==> src/rtl/rtcc_defs.vh <==
// Constants of the calendar, alarm and serial slave core
`ifndef RTCC_DEFS_VH
`define RTCC_DEFS_VH

// Serial slave address, 7 bits
`define RTCC_SLAVE_ADDR 7'h51

// Register pointer values
`define RTCC_A_CTRL2 8'h01
`define RTCC_A_SEC 8'h02
`define RTCC_A_MIN 8'h03
`define RTCC_A_HOUR 8'h04
`define RTCC_A_DAY 8'h05
`define RTCC_A_WDAY 8'h06
`define RTCC_A_CMON 8'h07
`define RTCC_A_YEAR 8'h08
`define RTCC_A_AMIN 8'h09
`define RTCC_A_AHOUR 8'h0a
`define RTCC_A_ADAY 8'h0b
`define RTCC_A_AWDAY 8'h0c
`define RTCC_A_LAST 8'h0f

// Field positions
`define RTCC_CENT_BIT 7
`define RTCC_DIS_BIT 7
`define RTCC_INTEG_BIT 7
`define RTCC_AF_BIT 3
`define RTCC_AIE_BIT 1

// Field masks of the readable bits
`define RTCC_M_SEC 8'hff
`define RTCC_M_MIN 8'h7f
`define RTCC_M_HOUR 8'h3f
`define RTCC_M_DAY 8'h3f
`define RTCC_M_WDAY 8'h07
`define RTCC_M_CMON 8'h9f
`define RTCC_M_AMIN 8'hff
`define RTCC_M_AHD 8'hbf
`define RTCC_M_AWDAY 8'h87

// Reset values
`define RTCC_RST_SEC 8'h80
`define RTCC_RST_ZERO 8'h00
`define RTCC_RST_ONE 8'h01
`define RTCC_RST_ALM 8'h80

// Counting limits in BCD
`define RTCC_MAX_SEC 8'h59
`define RTCC_MAX_HOUR 8'h23
`define RTCC_MAX_MON 8'h12
`define RTCC_MAX_YEAR 8'h99
`define RTCC_MAX_WDAY 8'h06
`define RTCC_DAYS_28 8'h28
`define RTCC_DAYS_29 8'h29
`define RTCC_DAYS_30 8'h30
`define RTCC_DAYS_31 8'h31
`define RTCC_MON_FEB 5'h02
`define RTCC_BCD_NINE 4'h9

`endif

==> src/rtl/rtcc_core.v <==
// Calendar upper registers, counter hold and alarm behind a serial slave
//
// Function
// - Century flag toggles whenever the year rolls from 99 to 00; resets to 0.
// - Century flag sits in bit 7 of the century and month register.
// - Month kept in BCD, tens in bit 4, units bits 3-0, 1 to 12.
// - Year register at 08h holds two BCD digits, tens 7-4, units 3-0.
// - Time counters 02h to 08h are held while a serial access runs.
// - On release, one increment that arrived during the access is applied.
// - Minute match register 09h: bit 7 disable, BCD minute below.
// - Hour match register 0Ah: bit 7 disable, bit 6 unused, BCD hour.
// - Day match register 0Bh: bit 7 disable, bit 6 unused, BCD day.
// - Weekday match register 0Ch: bit 7 disable, bits 6-3 unused, weekday 0-6.
// - Enabled fields compared with current time; all matching sets the alarm flag.
// - Fields with disable bit set take no part in matching.
// - Alarm flag stays until cleared; sets again only on a new matching advance.
// - With interrupt enable set, the interrupt pin follows the alarm flag.
// - Writes to the flag register AND the written value into the flags.
// - Alarm interrupt enable resets to 0.
`timescale 1ns/1ps
`default_nettype none
`include "rtcc_defs.vh"
module rtcc_core
(
	input wire ref_clk,
	input wire reset_n,
	input wire tick_1hz,
	input wire scl_in,
	input wire sda_in,
	output wire sda_out,
	output reg sda_oe,
	output wire int_n_out,
	output reg int_n_oe
);
	// ---------------------------------------------------------------
	// Serial slave states
	// ---------------------------------------------------------------
	localparam ST_IDLE = 3'd0;
	localparam ST_ADDR = 3'd1;
	localparam ST_ACKA = 3'd2;
	localparam ST_WR = 3'd3;
	localparam ST_ACKW = 3'd4;
	localparam ST_RD = 3'd5;
	localparam ST_RACK = 3'd6;

	reg [2:0] state_r;
	reg [3:0] bit_cnt_r;
	reg [7:0] shift_r;
	reg [7:0] ptr_r;
	reg read_r;
	reg first_r;
	reg nack_r;
	reg hold_r;
	reg pend_r;
	reg inc_done_r;
	reg [7:0] sec_r;
	reg [7:0] min_r;
	reg [7:0] hour_r;
	reg [7:0] day_r;
	reg [7:0] wday_r;
	reg [7:0] cmon_r;
	reg [7:0] year_r;
	reg [7:0] amin_r;
	reg [7:0] ahour_r;
	reg [7:0] aday_r;
	reg [7:0] awday_r;
	reg alarm_irq_enable;
	reg alarm_flag;
	wire scl_lvl;
	wire scl_rise;
	wire scl_fall;
	wire sda_lvl;
	wire sda_rise;
	wire sda_fall;
	wire start_det;
	wire stop_det;
	wire wr_strobe;
	wire do_inc;
	wire [7:0] view_w;
	wire [7:0] sec_step;
	wire [7:0] mon_step;

	// ---------------------------------------------------------------
	// Helpers
	// ---------------------------------------------------------------
	// Next BCD value, wrapping from hi back to lo
	function [7:0] bcd_next;
		input [7:0] v;
		input [7:0] lo;
		input [7:0] hi;
		begin
			if (v == hi)
				bcd_next = lo;
			else if (v[3:0] == `RTCC_BCD_NINE)
				bcd_next = {v[7:4] + 4'h1, 4'h0};
			else
				bcd_next = {v[7:4], v[3:0] + 4'h1};
		end
	endfunction

	// Last day of a month; leap years are those with the year divisible by four
	function [7:0] month_len;
		input [4:0] mon;
		input [7:0] yr;
		begin
			case (mon)
				5'h04, 5'h06, 5'h09, 5'h11: month_len = `RTCC_DAYS_30;
				`RTCC_MON_FEB: month_len = (yr[4] ? (yr[1:0] == 2'b10) : (yr[1:0] == 2'b00)) ?
					`RTCC_DAYS_29 : `RTCC_DAYS_28;
				default: month_len = `RTCC_DAYS_31;
			endcase
		end
	endfunction

	// Register read view; unused bits and unmapped pointers read zero
	function [7:0] reg_view;
		input [7:0] a;
		begin
			case (a)
				`RTCC_A_CTRL2: reg_view = {4'h0, alarm_flag, 1'b0, alarm_irq_enable, 1'b0};
				`RTCC_A_SEC: reg_view = sec_r & `RTCC_M_SEC;
				`RTCC_A_MIN: reg_view = min_r & `RTCC_M_MIN;
				`RTCC_A_HOUR: reg_view = hour_r & `RTCC_M_HOUR;
				`RTCC_A_DAY: reg_view = day_r & `RTCC_M_DAY;
				`RTCC_A_WDAY: reg_view = wday_r & `RTCC_M_WDAY;
				`RTCC_A_CMON: reg_view = cmon_r & `RTCC_M_CMON;
				`RTCC_A_YEAR: reg_view = year_r;
				`RTCC_A_AMIN: reg_view = amin_r & `RTCC_M_AMIN;
				`RTCC_A_AHOUR: reg_view = ahour_r & `RTCC_M_AHD;
				`RTCC_A_ADAY: reg_view = aday_r & `RTCC_M_AHD;
				`RTCC_A_AWDAY: reg_view = awday_r & `RTCC_M_AWDAY;
				default: reg_view = `RTCC_RST_ZERO;
			endcase
		end
	endfunction

	// ---------------------------------------------------------------
	// Pin synchronisers
	// ---------------------------------------------------------------
	rtcc_pin_sync u_scl_sync
	(
		.ref_clk(ref_clk),
		.reset_n(reset_n),
		.pin_in(scl_in),
		.level(scl_lvl),
		.rise(scl_rise),
		.fall(scl_fall)
	);

	rtcc_pin_sync u_sda_sync
	(
		.ref_clk(ref_clk),
		.reset_n(reset_n),
		.pin_in(sda_in),
		.level(sda_lvl),
		.rise(sda_rise),
		.fall(sda_fall)
	);

	// Both pins pass equal delay, so their relative order is kept
	assign start_det = sda_fall & scl_lvl;
	assign stop_det = sda_rise & scl_lvl;
	assign sda_out = 1'b0;
	assign int_n_out = 1'b0;
	// Host data byte complete: acknowledge goes out and the byte is used
	assign wr_strobe = (state_r == ST_WR) && scl_fall && (bit_cnt_r == 4'h8);
	// Function results named here, since a call cannot be part-selected
	assign view_w = reg_view(ptr_r);
	assign sec_step = bcd_next({1'b0, sec_r[6:0]}, 8'h00, `RTCC_MAX_SEC);
	assign mon_step = bcd_next({3'h0, cmon_r[4:0]}, 8'h01, `RTCC_MAX_MON);

	// ---------------------------------------------------------------
	// Serial slave state machine
	// ---------------------------------------------------------------
	// Data is sampled on SCL rise and driven after SCL fall
	always @(posedge ref_clk)
	begin
		if (!reset_n)
		begin
			state_r <= ST_IDLE;
			bit_cnt_r <= 4'h0;
			shift_r <= 8'h00;
			ptr_r <= 8'h00;
			read_r <= 1'b0;
			first_r <= 1'b0;
			nack_r <= 1'b0;
			hold_r <= 1'b0;
			sda_oe <= 1'b0;
		end
		else if (stop_det)
		begin
			state_r <= ST_IDLE;
			hold_r <= 1'b0;
			sda_oe <= 1'b0;
		end
		else if (start_det)
		begin
			// A repeated start keeps the hold; only a stop ends it
			state_r <= ST_ADDR;
			bit_cnt_r <= 4'h0;
			sda_oe <= 1'b0;
		end
		else
		begin
			case (state_r)
				ST_ADDR, ST_WR:
				begin
					if (scl_rise && bit_cnt_r != 4'h8)
					begin
						shift_r <= {shift_r[6:0], sda_lvl};
						bit_cnt_r <= bit_cnt_r + 4'h1;
					end
					else if (scl_fall && bit_cnt_r == 4'h8)
					begin
						if (state_r == ST_WR)
						begin
							sda_oe <= 1'b1;
							state_r <= ST_ACKW;
							first_r <= 1'b0;
							if (first_r)
								ptr_r <= shift_r;
							else
								ptr_r <= (ptr_r == `RTCC_A_LAST) ? 8'h00 : ptr_r + 8'h01;
						end
						else if (shift_r[7:1] == `RTCC_SLAVE_ADDR)
						begin
							sda_oe <= 1'b1;
							hold_r <= 1'b1;
							read_r <= shift_r[0];
							state_r <= ST_ACKA;
						end
						else
							state_r <= ST_IDLE;
					end
				end
				ST_ACKA, ST_ACKW, ST_RACK:
				begin
					if (state_r == ST_RACK && scl_rise)
						nack_r <= sda_lvl;
					if (scl_fall)
					begin
						bit_cnt_r <= 4'h0;
						if (state_r == ST_ACKW || (state_r == ST_ACKA && !read_r))
						begin
							sda_oe <= 1'b0;
							first_r <= (state_r == ST_ACKA);
							state_r <= ST_WR;
						end
						else if (state_r == ST_RACK && nack_r)
						begin
							sda_oe <= 1'b0;
							state_r <= ST_IDLE;
						end
						else
						begin
							// Next byte is taken from the frozen counters
							shift_r <= view_w;
							sda_oe <= ~view_w[7];
							ptr_r <= (ptr_r == `RTCC_A_LAST) ? 8'h00 : ptr_r + 8'h01;
							state_r <= ST_RD;
						end
					end
				end
				ST_RD:
				begin
					if (scl_fall)
					begin
						if (bit_cnt_r == 4'h7)
						begin
							sda_oe <= 1'b0;
							state_r <= ST_RACK;
						end
						else
						begin
							shift_r <= {shift_r[6:0], 1'b0};
							sda_oe <= ~shift_r[6];
							bit_cnt_r <= bit_cnt_r + 4'h1;
						end
					end
				end
				default:
					state_r <= ST_IDLE;
			endcase
		end
	end

	// ---------------------------------------------------------------
	// Counter hold and pending tick
	// ---------------------------------------------------------------
	// Only one tick can wait; a second during the same hold is lost
	assign do_inc = ~hold_r & (tick_1hz | pend_r);

	always @(posedge ref_clk)
	begin
		if (!reset_n)
		begin
			pend_r <= 1'b0;
			inc_done_r <= 1'b0;
		end
		else
		begin
			if (hold_r && tick_1hz)
				pend_r <= 1'b1;
			else if (do_inc)
				pend_r <= 1'b0;
			inc_done_r <= do_inc;
		end
	end

	// ---------------------------------------------------------------
	// Time and date counters, alarm registers, flags
	// ---------------------------------------------------------------
	// Increment never meets a host write, since writes only occur under hold
	always @(posedge ref_clk)
	begin
		if (!reset_n)
		begin
			sec_r <= `RTCC_RST_SEC;
			min_r <= `RTCC_RST_ZERO;
			hour_r <= `RTCC_RST_ZERO;
			day_r <= `RTCC_RST_ONE;
			wday_r <= `RTCC_RST_ZERO;
			cmon_r <= `RTCC_RST_ONE;
			year_r <= `RTCC_RST_ZERO;
			amin_r <= `RTCC_RST_ALM;
			ahour_r <= `RTCC_RST_ALM;
			aday_r <= `RTCC_RST_ALM;
			awday_r <= `RTCC_RST_ALM;
			alarm_irq_enable <= 1'b0;
		end
		else if (do_inc)
		begin
			sec_r[6:0] <= sec_step[6:0];
			if (sec_r[6:0] == `RTCC_MAX_SEC)
			begin
				min_r <= bcd_next(min_r, 8'h00, `RTCC_MAX_SEC);
				if (min_r == `RTCC_MAX_SEC)
				begin
					hour_r <= bcd_next(hour_r, 8'h00, `RTCC_MAX_HOUR);
					if (hour_r == `RTCC_MAX_HOUR)
					begin
						wday_r <= bcd_next(wday_r, 8'h00, `RTCC_MAX_WDAY);
						day_r <= bcd_next(day_r, 8'h01, month_len(cmon_r[4:0], year_r));
						if (day_r == month_len(cmon_r[4:0], year_r))
						begin
							cmon_r[4:0] <= mon_step[4:0];
							if (cmon_r[4:0] == `RTCC_MAX_MON)
							begin
								year_r <= bcd_next(year_r, 8'h00, `RTCC_MAX_YEAR);
								if (year_r == `RTCC_MAX_YEAR)
									cmon_r[`RTCC_CENT_BIT] <= ~cmon_r[`RTCC_CENT_BIT];
							end
						end
					end
				end
			end
		end
		else if (wr_strobe && !first_r)
		begin
			case (ptr_r)
				`RTCC_A_CTRL2: alarm_irq_enable <= shift_r[`RTCC_AIE_BIT];
				`RTCC_A_SEC: sec_r <= shift_r;
				`RTCC_A_MIN: min_r <= shift_r;
				`RTCC_A_HOUR: hour_r <= shift_r;
				`RTCC_A_DAY: day_r <= shift_r;
				`RTCC_A_WDAY: wday_r <= shift_r;
				`RTCC_A_CMON: cmon_r <= shift_r & `RTCC_M_CMON;
				`RTCC_A_YEAR: year_r <= shift_r;
				`RTCC_A_AMIN: amin_r <= shift_r;
				`RTCC_A_AHOUR: ahour_r <= shift_r;
				`RTCC_A_ADAY: aday_r <= shift_r;
				`RTCC_A_AWDAY: awday_r <= shift_r;
				default: sec_r <= sec_r;
			endcase
		end
	end

	// ---------------------------------------------------------------
	// Alarm compare and flag
	// ---------------------------------------------------------------
	// Checked once per advance, so a lasting match re-raises a cleared flag only at the next advance
	wire min_ok = amin_r[`RTCC_DIS_BIT] | (amin_r[6:0] == min_r[6:0]);
	wire hour_ok = ahour_r[`RTCC_DIS_BIT] | (ahour_r[5:0] == hour_r[5:0]);
	wire day_ok = aday_r[`RTCC_DIS_BIT] | (aday_r[5:0] == day_r[5:0]);
	wire wday_ok = awday_r[`RTCC_DIS_BIT] | (awday_r[2:0] == wday_r[2:0]);
	// With every field disabled no alarm can occur
	wire any_on = ~(amin_r[`RTCC_DIS_BIT] & ahour_r[`RTCC_DIS_BIT] & aday_r[`RTCC_DIS_BIT] & awday_r[`RTCC_DIS_BIT]);
	wire alarm_hit = inc_done_r & any_on & min_ok & hour_ok & day_ok & wday_ok;

	always @(posedge ref_clk)
	begin
		if (!reset_n)
		begin
			alarm_flag <= 1'b0;
			int_n_oe <= 1'b0;
		end
		else
		begin
			// A new match wins over a clear in the same cycle
			if (alarm_hit)
				alarm_flag <= 1'b1;
			else if (wr_strobe && !first_r && ptr_r == `RTCC_A_CTRL2)
				alarm_flag <= alarm_flag & shift_r[`RTCC_AF_BIT];
			int_n_oe <= alarm_irq_enable & alarm_flag;
		end
	end
endmodule
`default_nettype wire

==> src/rtl/rtcc_pin_sync.v <==
// Two-flop synchroniser with edge detection for one pin
`timescale 1ns/1ps
`default_nettype none
module rtcc_pin_sync
(
	input wire ref_clk,
	input wire reset_n,
	input wire pin_in,
	output wire level,
	output wire rise,
	output wire fall
);
	reg meta_r;
	reg sync_r;
	reg last_r;

	// Pins idle high; only sync_r and last_r feed the edge logic
	always @(posedge ref_clk)
	begin
		if (!reset_n)
		begin
			meta_r <= 1'b1;
			sync_r <= 1'b1;
			last_r <= 1'b1;
		end
		else
		begin
			meta_r <= pin_in;
			sync_r <= meta_r;
			last_r <= sync_r;
		end
	end

	// Edge pulses, one cycle each
	assign level = sync_r;
	assign rise = sync_r & ~last_r;
	assign fall = ~sync_r & last_r;
endmodule
`default_nettype wire
==> config.mk <==
export PLATFORM = sky130hd
export DESIGN_NAME = rtcc_core
export DESIGN_NICKNAME = d
export VERILOG_FILES = /design/src/rtl/rtcc_core.v /design/src/rtl/rtcc_pin_sync.v
export VERILOG_INCLUDE_DIRS = /design/src /design/src/rtl
export SDC_FILE = /design/constraint.sdc
export NUM_CORES = 1
export LEC_CHECK = 0
export BUFFER_PORTS_ARGS = -buffer_cell sky130_fd_sc_hd__buf_2
export CAP_MARGIN = 20
export CORE_UTILIZATION = 45
export CTS_CLUSTER_SIZE = 16
export DETAILED_ROUTE_END_ITERATION = 12
export PLACE_DENSITY_LB_ADDON = 0.12
export SLEW_MARGIN = 40
export SYNTH_ARGS = -nofsm -noshare
export SYNTH_HDL_FRONTEND = slang
export SYNTH_HIERARCHICAL = 1
export SYNTH_SLANG_ARGS = --single-unit
==> constraint.sdc <==
create_clock -name ref_clk -period 5.64 [get_ports ref_clk]
set_input_delay 0.282 -clock ref_clk [delete_from_list [all_inputs] [get_ports ref_clk]]
set_output_delay 0.282 -clock ref_clk [all_outputs]
set_load 0.05 [all_outputs]
# --- Word-level counts from Yosys, hierarchy flattened ---
# Index checks and enable logic that the tools add are counted.
word_totals:
  regBits: 125
  elab_cells: 358
classes:
  add_sub_neg: 16
  n_eq_ne: 79
  n_mux: 122
  n_bitwise: 37
  reduce_logical: 63
op_table:
  columns: ["cell", "count"]
  rows:
  - ["$mux 8", 60]
  - ["$pmux 8 s12", 1]
  - ["$add 4x1->4 const B", 13]
  - ["$eq 8x4->1 const B", 6]
  - ["$eq 8x3->1 const B", 5]
  - ["$reduce_and 6->1", 6]
  - ["$mux 5", 7]
  - ["$mux 7", 5]
  - ["$eq 4x4->1 const B", 8]
  - ["$mux 1", 28]
  - ["$reduce_and 5->1", 5]
  - ["$mux 3", 8]
  - ["$ne 3x3->1 const B", 8]
  - ["$pmux 8 s3", 1]
  - ["$reduce_and 3->1", 8]
  - ["$reduce_and 8->1", 3]
  - ["$ne 2x2->1 const B", 11]
  - ["$reduce_bool 2->1", 11]
  - ["$ne 3x1->1 const B", 7]
  - ["$reduce_and 7->1", 3]
  - ["$mux 4", 5]
  - ["$reduce_and 9->1", 2]
  - ["$and 1x1->1", 17]
  - ["$eq 8x2->1 const B", 2]
  - ["43 further kinds", 87]

# --- Depth between registers and ports, before layout ---
# Gate-level depths: netlist (run 1).
depth:
  depth_word: 15
  mapped_depth: 10

# --- Cells and area by module ---
# Netlist (run 1), hierarchy kept.
modules_own_cells:
  columns: ["mod", "instances", "cells_per_inst", "area_each_um2", "seq_area_each_um2"]
  rows:
  - ["rtcc_core", 1, 960, 7517.2, 2262.2]
  - ["rtcc_pin_sync", 2, 8, 91.3, 60.1]

# --- Worst setup path after synthesis (run 1) ---
# No wires, ideal clock.
synth_timing:
  path_kind: "reg-to-reg"
  from: "register hour_r[5]"
  to: "register year_r[1]"
  arrival_ns: 2.142
  required_time_ns: 5.566
  slack_ns: 3.423
  stages_incl_launch_ff: 8
  path_buffers: 1
  period_less_slack_ns: 2.217
  path_cell_list: "dfxtp_1 > ha_1 > or4b_1 > o31a_1 > a21o_1 > clkbuf_1 > o31a_1 > a31oi_1"
synth_via:
  elab_chain_len: 3
synth_rtl:
  columns: ["element", "line", "rtl"]
  rows:
  - ["start: declaration", "rtcc_core.v:58", "reg [7:0] hour_r;"]
  - ["start signal: assignment", "rtcc_core.v:320", "hour_r <= `RTCC_RST_ZERO;"]
  - ["start signal: assignment", "rtcc_core.v:339", "hour_r <= bcd_next(hour_r, 8'h00, `RTCC_MAX_HOUR);"]
  - ["start signal: assignment", "rtcc_core.v:364", "`RTCC_A_HOUR: hour_r <= shift_r;"]
  - ["$eq 8x6->1 (no line)", null, null]
  - ["$ne 2x1->1 (no line)", null, null]
  - ["$reduce_and 7->1 (no line)", null, null]
  - ["end signal: assignment", "rtcc_core.v:324", "year_r <= `RTCC_RST_ZERO;"]
  - ["end signal: assignment", "rtcc_core.v:349", "year_r <= bcd_next(year_r, 8'h00, `RTCC_MAX_YEAR);"]
  - ["end signal: assignment", "rtcc_core.v:368", "`RTCC_A_YEAR: year_r <= shift_r;"]
  - ["end: declaration", "rtcc_core.v:62", "reg [7:0] year_r;"]
# Every way passes these cells.
# A chain may end at the register's enable or synchronous reset.

# --- Final worst setup path (run 1) ---
layout_timing:
  from: "register u_scl_sync.sync_r (netlist: u_scl_sync/level)"
  to: "register min_r[1]"
layout_via:
  elab_chain_len: 7
layout_rtl:
  columns: ["element", "line", "rtl"]
  rows:
  - ["start: declaration", "rtcc_pin_sync.v:14", "reg sync_r;"]
  - ["start signal: assignment", "rtcc_pin_sync.v:29", "sync_r <= meta_r;"]
  - ["$not 1->1", "rtcc_pin_sync.v:37", "assign fall = ~sync_r & last_r;"]
  - ["$and 1x1->1", "rtcc_pin_sync.v:37", null]
  - ["named net scl_fall", "rtcc_core.v:71", "wire scl_fall;"]
  - ["$logic_and 1x1->1 (2 in a row)", "rtcc_core.v:166", "assign wr_strobe = (state_r == ST_WR) && scl_fall && (bit_cnt_r == 4'h8);"]
  - ["$logic_and 1x1->1", "rtcc_core.v:358", "else if (wr_strobe && !first_r)"]
  - ["$reduce_bool 2->1 (no line)", null, null]
  - ["$reduce_and 3->1 (no line)", null, null]
  - ["end signal: assignment", "rtcc_core.v:319", "min_r <= `RTCC_RST_ZERO;"]
  - ["end signal: assignment", "rtcc_core.v:336", "min_r <= bcd_next(min_r, 8'h00, `RTCC_MAX_SEC);"]
  - ["end signal: assignment", "rtcc_core.v:363", "`RTCC_A_MIN: min_r <= shift_r;"]
  - ["end: declaration", "rtcc_core.v:57", "reg [7:0] min_r;"]
# The timed path passes the listed nets, and every way through them passes these cells.

==> impl_metrics.yaml, run 1 <==
run_status:
  outcome: "finished clean"
synth:
  ys_types: 89
  synth_top_area_cell: "dfxtp_1"
  synth_flop_cell: "dfxtp_1"
  synth_seq_cells: 119
  synth_edf_count: 0
  netlist.area_leader.share: 0.3094
  synth_commonest_cells: "dfxtp_1, nor2_1, nand2_1, o21ai_0, clkbuf_1"
  synthCells: 976
  yosys-top-cells-area: "dfxtp_1, mux2i_1, nor2_1, o21ai_0, nand2_1"
  ys_seq_area_frac: 0.3094
  async_flop_share: 0
  synth_area_um2: 7700
  syn_avg_cell_area_um2: 7.889
  synth.most_common_cell: "dfxtp_1"
  yosys_warnings: 6
grt:
  antenna_found_initial: 0
  track_usage: 0.2871
  gr-usage-met1: 0.4062
  busiest_layer: "met2"
  grtUsageMet3: 0.06398
  grt_start_max_net_pins: 50
  grt_pass1_vias: 6656
  grt_overflow: 0
  grt_pass1_wl_mm: 38.83
  met2_usage: 0.4273
sta:
  finalSetupTns_ns: 0
  fmax_mhz: 327.4
  hold_violations: 0
  drv_slew: 0
  slew_headroom: 0.4205
  worstMarginPinSlew_ns: 0.8613
  rsz0062_at_grt: "false"
  fin_ws_ns: 2.586
  setup_viol: 0
  min_period_ns: 3.054
  finalCritPeriodShare: 0.5415
  fin_skew_ns: 0.007495
route:
  avgRoutedWirePerCell_um: 21.11
  drtPass1Iterations: 5
  post_drt_via_cell_ratio: 6.342
  num_vias: 7439
  drc: 0
  drt_iter0_drc: 738
  wl_mm: 24.76
  ant_nets: 0
setup_path:
  critPathKind: "flip-flop to flip-flop"
  critPathTopFamily: "simple AND/OR/NAND/NOR gates"
  worstSetupPathDepth: 7
  reg2reg_from: "u_scl_sync/level"
  cp-startpoint: "u_scl_sync/level"
  endpoint_kind: "flip-flop"
  critPathMaxStageDelay_ns: 0.54
  path_cells: "nor2b_1 -> and4b_1 -> nand4b_1 -> buf_4 -> nor3_1 -> nor2_1 -> o311a_1"
  cp_max_fo: 9
  critPathBufInv: 1
  cp.required_ns: 5.95
  cp-start-kind: "flip-flop"
  crit_slowest_cell: "nor3_1"
  r2r_cells: 7
  worstPathArrival_ns: 3.37
floorplanning:
  die_x_um: 132.8
  core_area_um2: 16640
  start_util: 0.4627
  die_y_um: 132.8
  num_io_pins: 9
  rows: 47
  dieArea_um2: 17640
final_layout:
  fin_area_um2: 8431
  fin_cells: 1173
  n_antenna_cell: 0
  synthToLayoutAreaGrowth_pct: 9.490
  nNetsFinal: 967
  seqCellArea_um2: 2384
  nFillCells: 1630
  drive_above_1_share: 0.08709
  multi_input_area_um2: 4946
clocking:
  clock_path_buffers: 2
  ctsResizeCount: 0
  clkLatencyLatePin_ns: 0.43
  cts_tree: "done"
  clock-root-buffer: "clkbuf_16"
  cts.sinks: 119
  post_cts_buffers: 0
  numCtsBuffers: 17
  htreeDepth: 4
  cts.clk_slew.worst_paths_ns: 0.06
  cts_hold_buffers: 0
pwr:
  p_total_mw: 2.032
  max-vdd-ir-drop_mv: 0.2173
  leakagePower_nw: 2.980
  p_per_area_nw_per_um2: 241.0
placed_design:
  pre_cts_slack_ns: 2.408
  portBuffers: 6
  dp_cells: 1140
  place_hpwl_mm: 16.97
  place_area_um2: 7815
  gp_congestion: 0.9656
min_path:
  worst_hold_path.num_cells: 2
  worstHoldStart: "scl_in"
  hold_path_class: "input pin to flip-flop"
flow_run:
  max_cap_viol_count: 0
==> where the power goes <==
group          total (mW)  internal (mW)  leakage [nW]  switching, mW
combinational      0.0706         0.0201          1.73         0.0505
sequential          0.854          0.846         0.961        0.00732
clock                1.11          0.710         0.292          0.398
total                2.03           1.58          2.98          0.456
==> stage by stage <==
step             util  hold slack [ns]
6_report       0.5066          0.04012
3_3_place_gp   0.4684           0.3989
4_1_cts        0.5049          0.03818
3_5_place_dp   0.4696           0.3969
5_1_grt        0.5066          0.05309
2_1_floorplan       -           0.3550
==> sequential cells by signal (all words and copies together) (netlist names), 6 cells and up <==
| signal | count |
|---|---|
| amin_r | 8 |
| day_r | 8 |
| hour_r | 8 |
| min_r | 8 |
| ptr_r | 8 |
| sec_r | 8 |
| shift_r | 8 |
| wday_r | 8 |
| year_r | 8 |
| aday_r | 7 |
| ahour_r | 7 |
| cmon_r | 6 |
==> cell type report <==
class,instances,area share
Clock buffer,21,0.05462
Clock inverter,10,0.01514
Inverter,31,0.01395
Multi-Input combinational cell,754,0.5867
Sequential cell,119,0.2827
Tap cell,220,0.03265
Timing Repair Buffer,18,0.01425
==> path summary, 6_finish.rpt <==
path | slack (ns) | endpoint
hold / removal | 0.04 | u_scl_sync/meta_r
setup reg to reg | 2.59 | min_r[1]
hold reg to reg | 0.41 | u_sda_sync/level
setup / recovery | 2.59 | min_r[1]
==> cells in the final DEF, fill, tap and decap left out, drive strengths merged, types with 11 or more instances in the layout <==
cell type	synthesis	routed
clkbuf	56	21
nor2	94	94
nor4	11	11
a31oi	22	22
xor2	17	17
nand2	83	83
nor3	36	36
o21ai	69	69
mux2i	48	48
a211oi	15	15
ha	21	21
nand3	38	38
nand4	11	11
dfxtp	119	119
a21oi	52	52
nand2b	17	17
a221oi	12	12
buf	17	18
and2	11	11
nor2b	13	13
a22oi	11	11
inv	31	30
==> logic make-up (layout without fill, tap and decap cells) <==
group	after synthesis	count (layout)	share of synthesized area
mux	51	51	0.06679
other cells	1	2	0.0004870
fa+ha+maj	21	21	0.03412
xor+xnor	27	27	0.03071
simple gates	367	367	0.2511
buf+inv	104	80	0.05460
compound gates	286	286	0.2528
flops	119	119	0.3094
==> metal layers <==
layer / up-vias / part of all wire
met3: 58 / 0.073
met5: - / 0
met2: 291 / 0.44
met1: 3574 / 0.46
li1: 3516 / -
met4: 0 / 0.026
No activity file was read; power rests on OpenSTA's default activity.
==> run 2: changes to the inputs <==
Clock period 5.64 ns to 2.95 ns, I/O delays scaled along.
==> impl_metrics.yaml, run 2 (synthesized netlist as in run 1, its figures left out) <==
clocking:
  cts.clk_slew.worst_paths_ns: 0.05
  htreeDepth: 4
  cts_tree: "done"
  cts.sinks: 119
  ctsResizeCount: 0
  clkLatencyLatePin_ns: 0.42
  clock-root-buffer: "clkbuf_16"
  numCtsBuffers: 17
  clock_path_buffers: 2
  post_cts_buffers: 0
sta:
  finalSetupTns_ns: 0
  rsz0062_at_grt: "false"
  finalCritPeriodShare: 0.9048
  fmax_mhz: 374.7
  worstMarginPinSlew_ns: 0.8915
  min_period_ns: 2.669
  hold_violations: 0
  drv_slew: 0
  setup_viol: 0
  fin_skew_ns: 0.01070
  slew_headroom: 0.4048
min_path:
  worstHoldStart: "tick_1hz"
  worst_hold_path.num_cells: 2
  hold_path_class: "input pin to flip-flop"
  hold_path_end: "pend_r"
final_layout:
  final_cell_mix: "dfxtp_1, nor2_1, nand2_1"
  nNetsFinal: 997
  n_antenna_cell: 0
  layout_commonest_cell: "dfxtp_1"
  synthToLayoutAreaGrowth_pct: 12.32
  nFillCells: 1612
  drive_above_1_share: 0.1100
setup_path:
  cp-startpoint: "u_scl_sync/level"
  cp-start-kind: "flip-flop"
  endpoint_kind: "flip-flop"
  worstPathArrival_ns: 2.95
  reg2reg_from: "u_scl_sync/level"
  r2r-end: "sec_r[7]"
  critPathKind: "flip-flop to flip-flop"
  r2r_cells: 8
  rrSetupSlack_ns: 0.28
  cp_max_fo: 8
  cp.required_ns: 3.24
pwr:
  power_frac_comb: 0.037
  p_total_mw: 3.920
  leakagePower_nw: 3.117
  clock_power_share: 0.547
  seqPwrFrac: 0.416
  p_int_mw: 3.043
  p_per_area_nw_per_um2: 453.3
  max-vdd-ir-drop_mv: 0.5098
  switchingPower_uw: 877.7
  p_sw_frac: 0.2239
placed_design:
  place_hpwl_mm: 17.62
  gp_congestion: 0.9781
  portBuffers: 6
grt:
  busiest_layer: "met2"
  antenna_found_initial: 0
  met2_usage: 0.4366
  grtUsageMet3: 0.05594
  grt_overflow: 0
  grt_pass1_vias: 6984
  gr-usage-met1: 0.4017
  track_usage: 0.2892
  grt_pass1_wl_mm: 39.45
  grt_start_max_net_pins: 34
route:
  drtPass1Iterations: 6
  num_vias: 7545
  avgRoutedWirePerCell_um: 20.69
  wl_mm: 24.87
  drc: 0
  ant_nets: 0
  drt_iter0_drc: 750
  post_drt_via_cell_ratio: 6.277
flow_run:
  max_cap_viol_count: 0
floorplanning:
  dieArea_um2: 17640
  die_x_um: 132.8
  core_area_um2: 16640
  die_y_um: 132.8
  rows: 47
  start_util: 0.4627
  num_io_pins: 9
run_status:
  outcome: "finished clean"
## run 2: per-stage QoR
step	std cells	instance area, um^2	util	setup slack (ns)	hold slack [ns]
after global placement	1170	8033	0.4827	0.4034	0.3354
after floorplan	977	7704	-	0.7335	0.2205
after CTS	1202	8648	0.5197	0.3844	0.02007
final	1202	8648	0.5197	0.2809	0.03070
after detailed placement	1170	8033	0.4827	0.4099	0.3376
after global routing	1202	8648	0.5197	0.03000	0.03902
## run 2: how the worst max path moves through the flow
| stage | end | slack [ns] | depth (start not counted) |
|---|---|---|---|
| 4_1_cts | day_r[2] | 0.38 | 6 |
| 3_3_place_gp | sec_r[3] | 0.40 | 8 |
| 3_5_place_dp | day_r[2] | 0.41 | 6 |
| 6_report | sec_r[7] | 0.28 | 8 |
| 5_1_grt | cmon_r[1] | 0.03 | 7 |
| 2_1_floorplan | year_r[1] | 0.73 | 7 |
## run 2: worst max-delay path, cell delays in order, from the launching register on
cell and delay, ns:
dfxtp_1 0.36, nor2b_1 0.20, buf_4 0.19, nand4b_1 0.16
nor4_1 0.61, nand3_1 0.41, nor2_1 0.33, mux2i_1 0.22
nand2_1 0.06
## run 2: timing repair
action | 4_1_cts | 5_1_grt
endpoints found under the hold margin | 2 | 0
endpoints found under the setup margin | 0 | 0
hold buffers | 2 | 0
## run 2: layout make-up
class                   instances  area [um^2]  share of cell area
clock buffers                  21        470.5             0.05440
well taps                     220        275.3             0.03183
clock inverters                 9        125.1             0.01447
inverters                      31        116.4             0.01345
repair buffers                 48        362.8             0.04196
multi-input cells             754         4916              0.5684
flip-flops and latches        119         2382              0.2755
## run 2: power groups by stage
stage               Sequential, mW  Clock (mW)  Combinational [mW]
global placement              1.67           0               0.142
floorplan                     1.66           0               0.101
CTS                           1.63        2.16               0.144
detailed placement            1.67           0               0.140
finish                        1.63        2.14               0.146
global route                  1.63        2.24               0.159
## run 2: per-layer routing
layer / up-vias / wire (um)
met2: 322 / 10880
met5: - / 0
met3: 49 / 1829
li1: 3566 / -
met4: 0 / 792
met1: 3608 / 11360
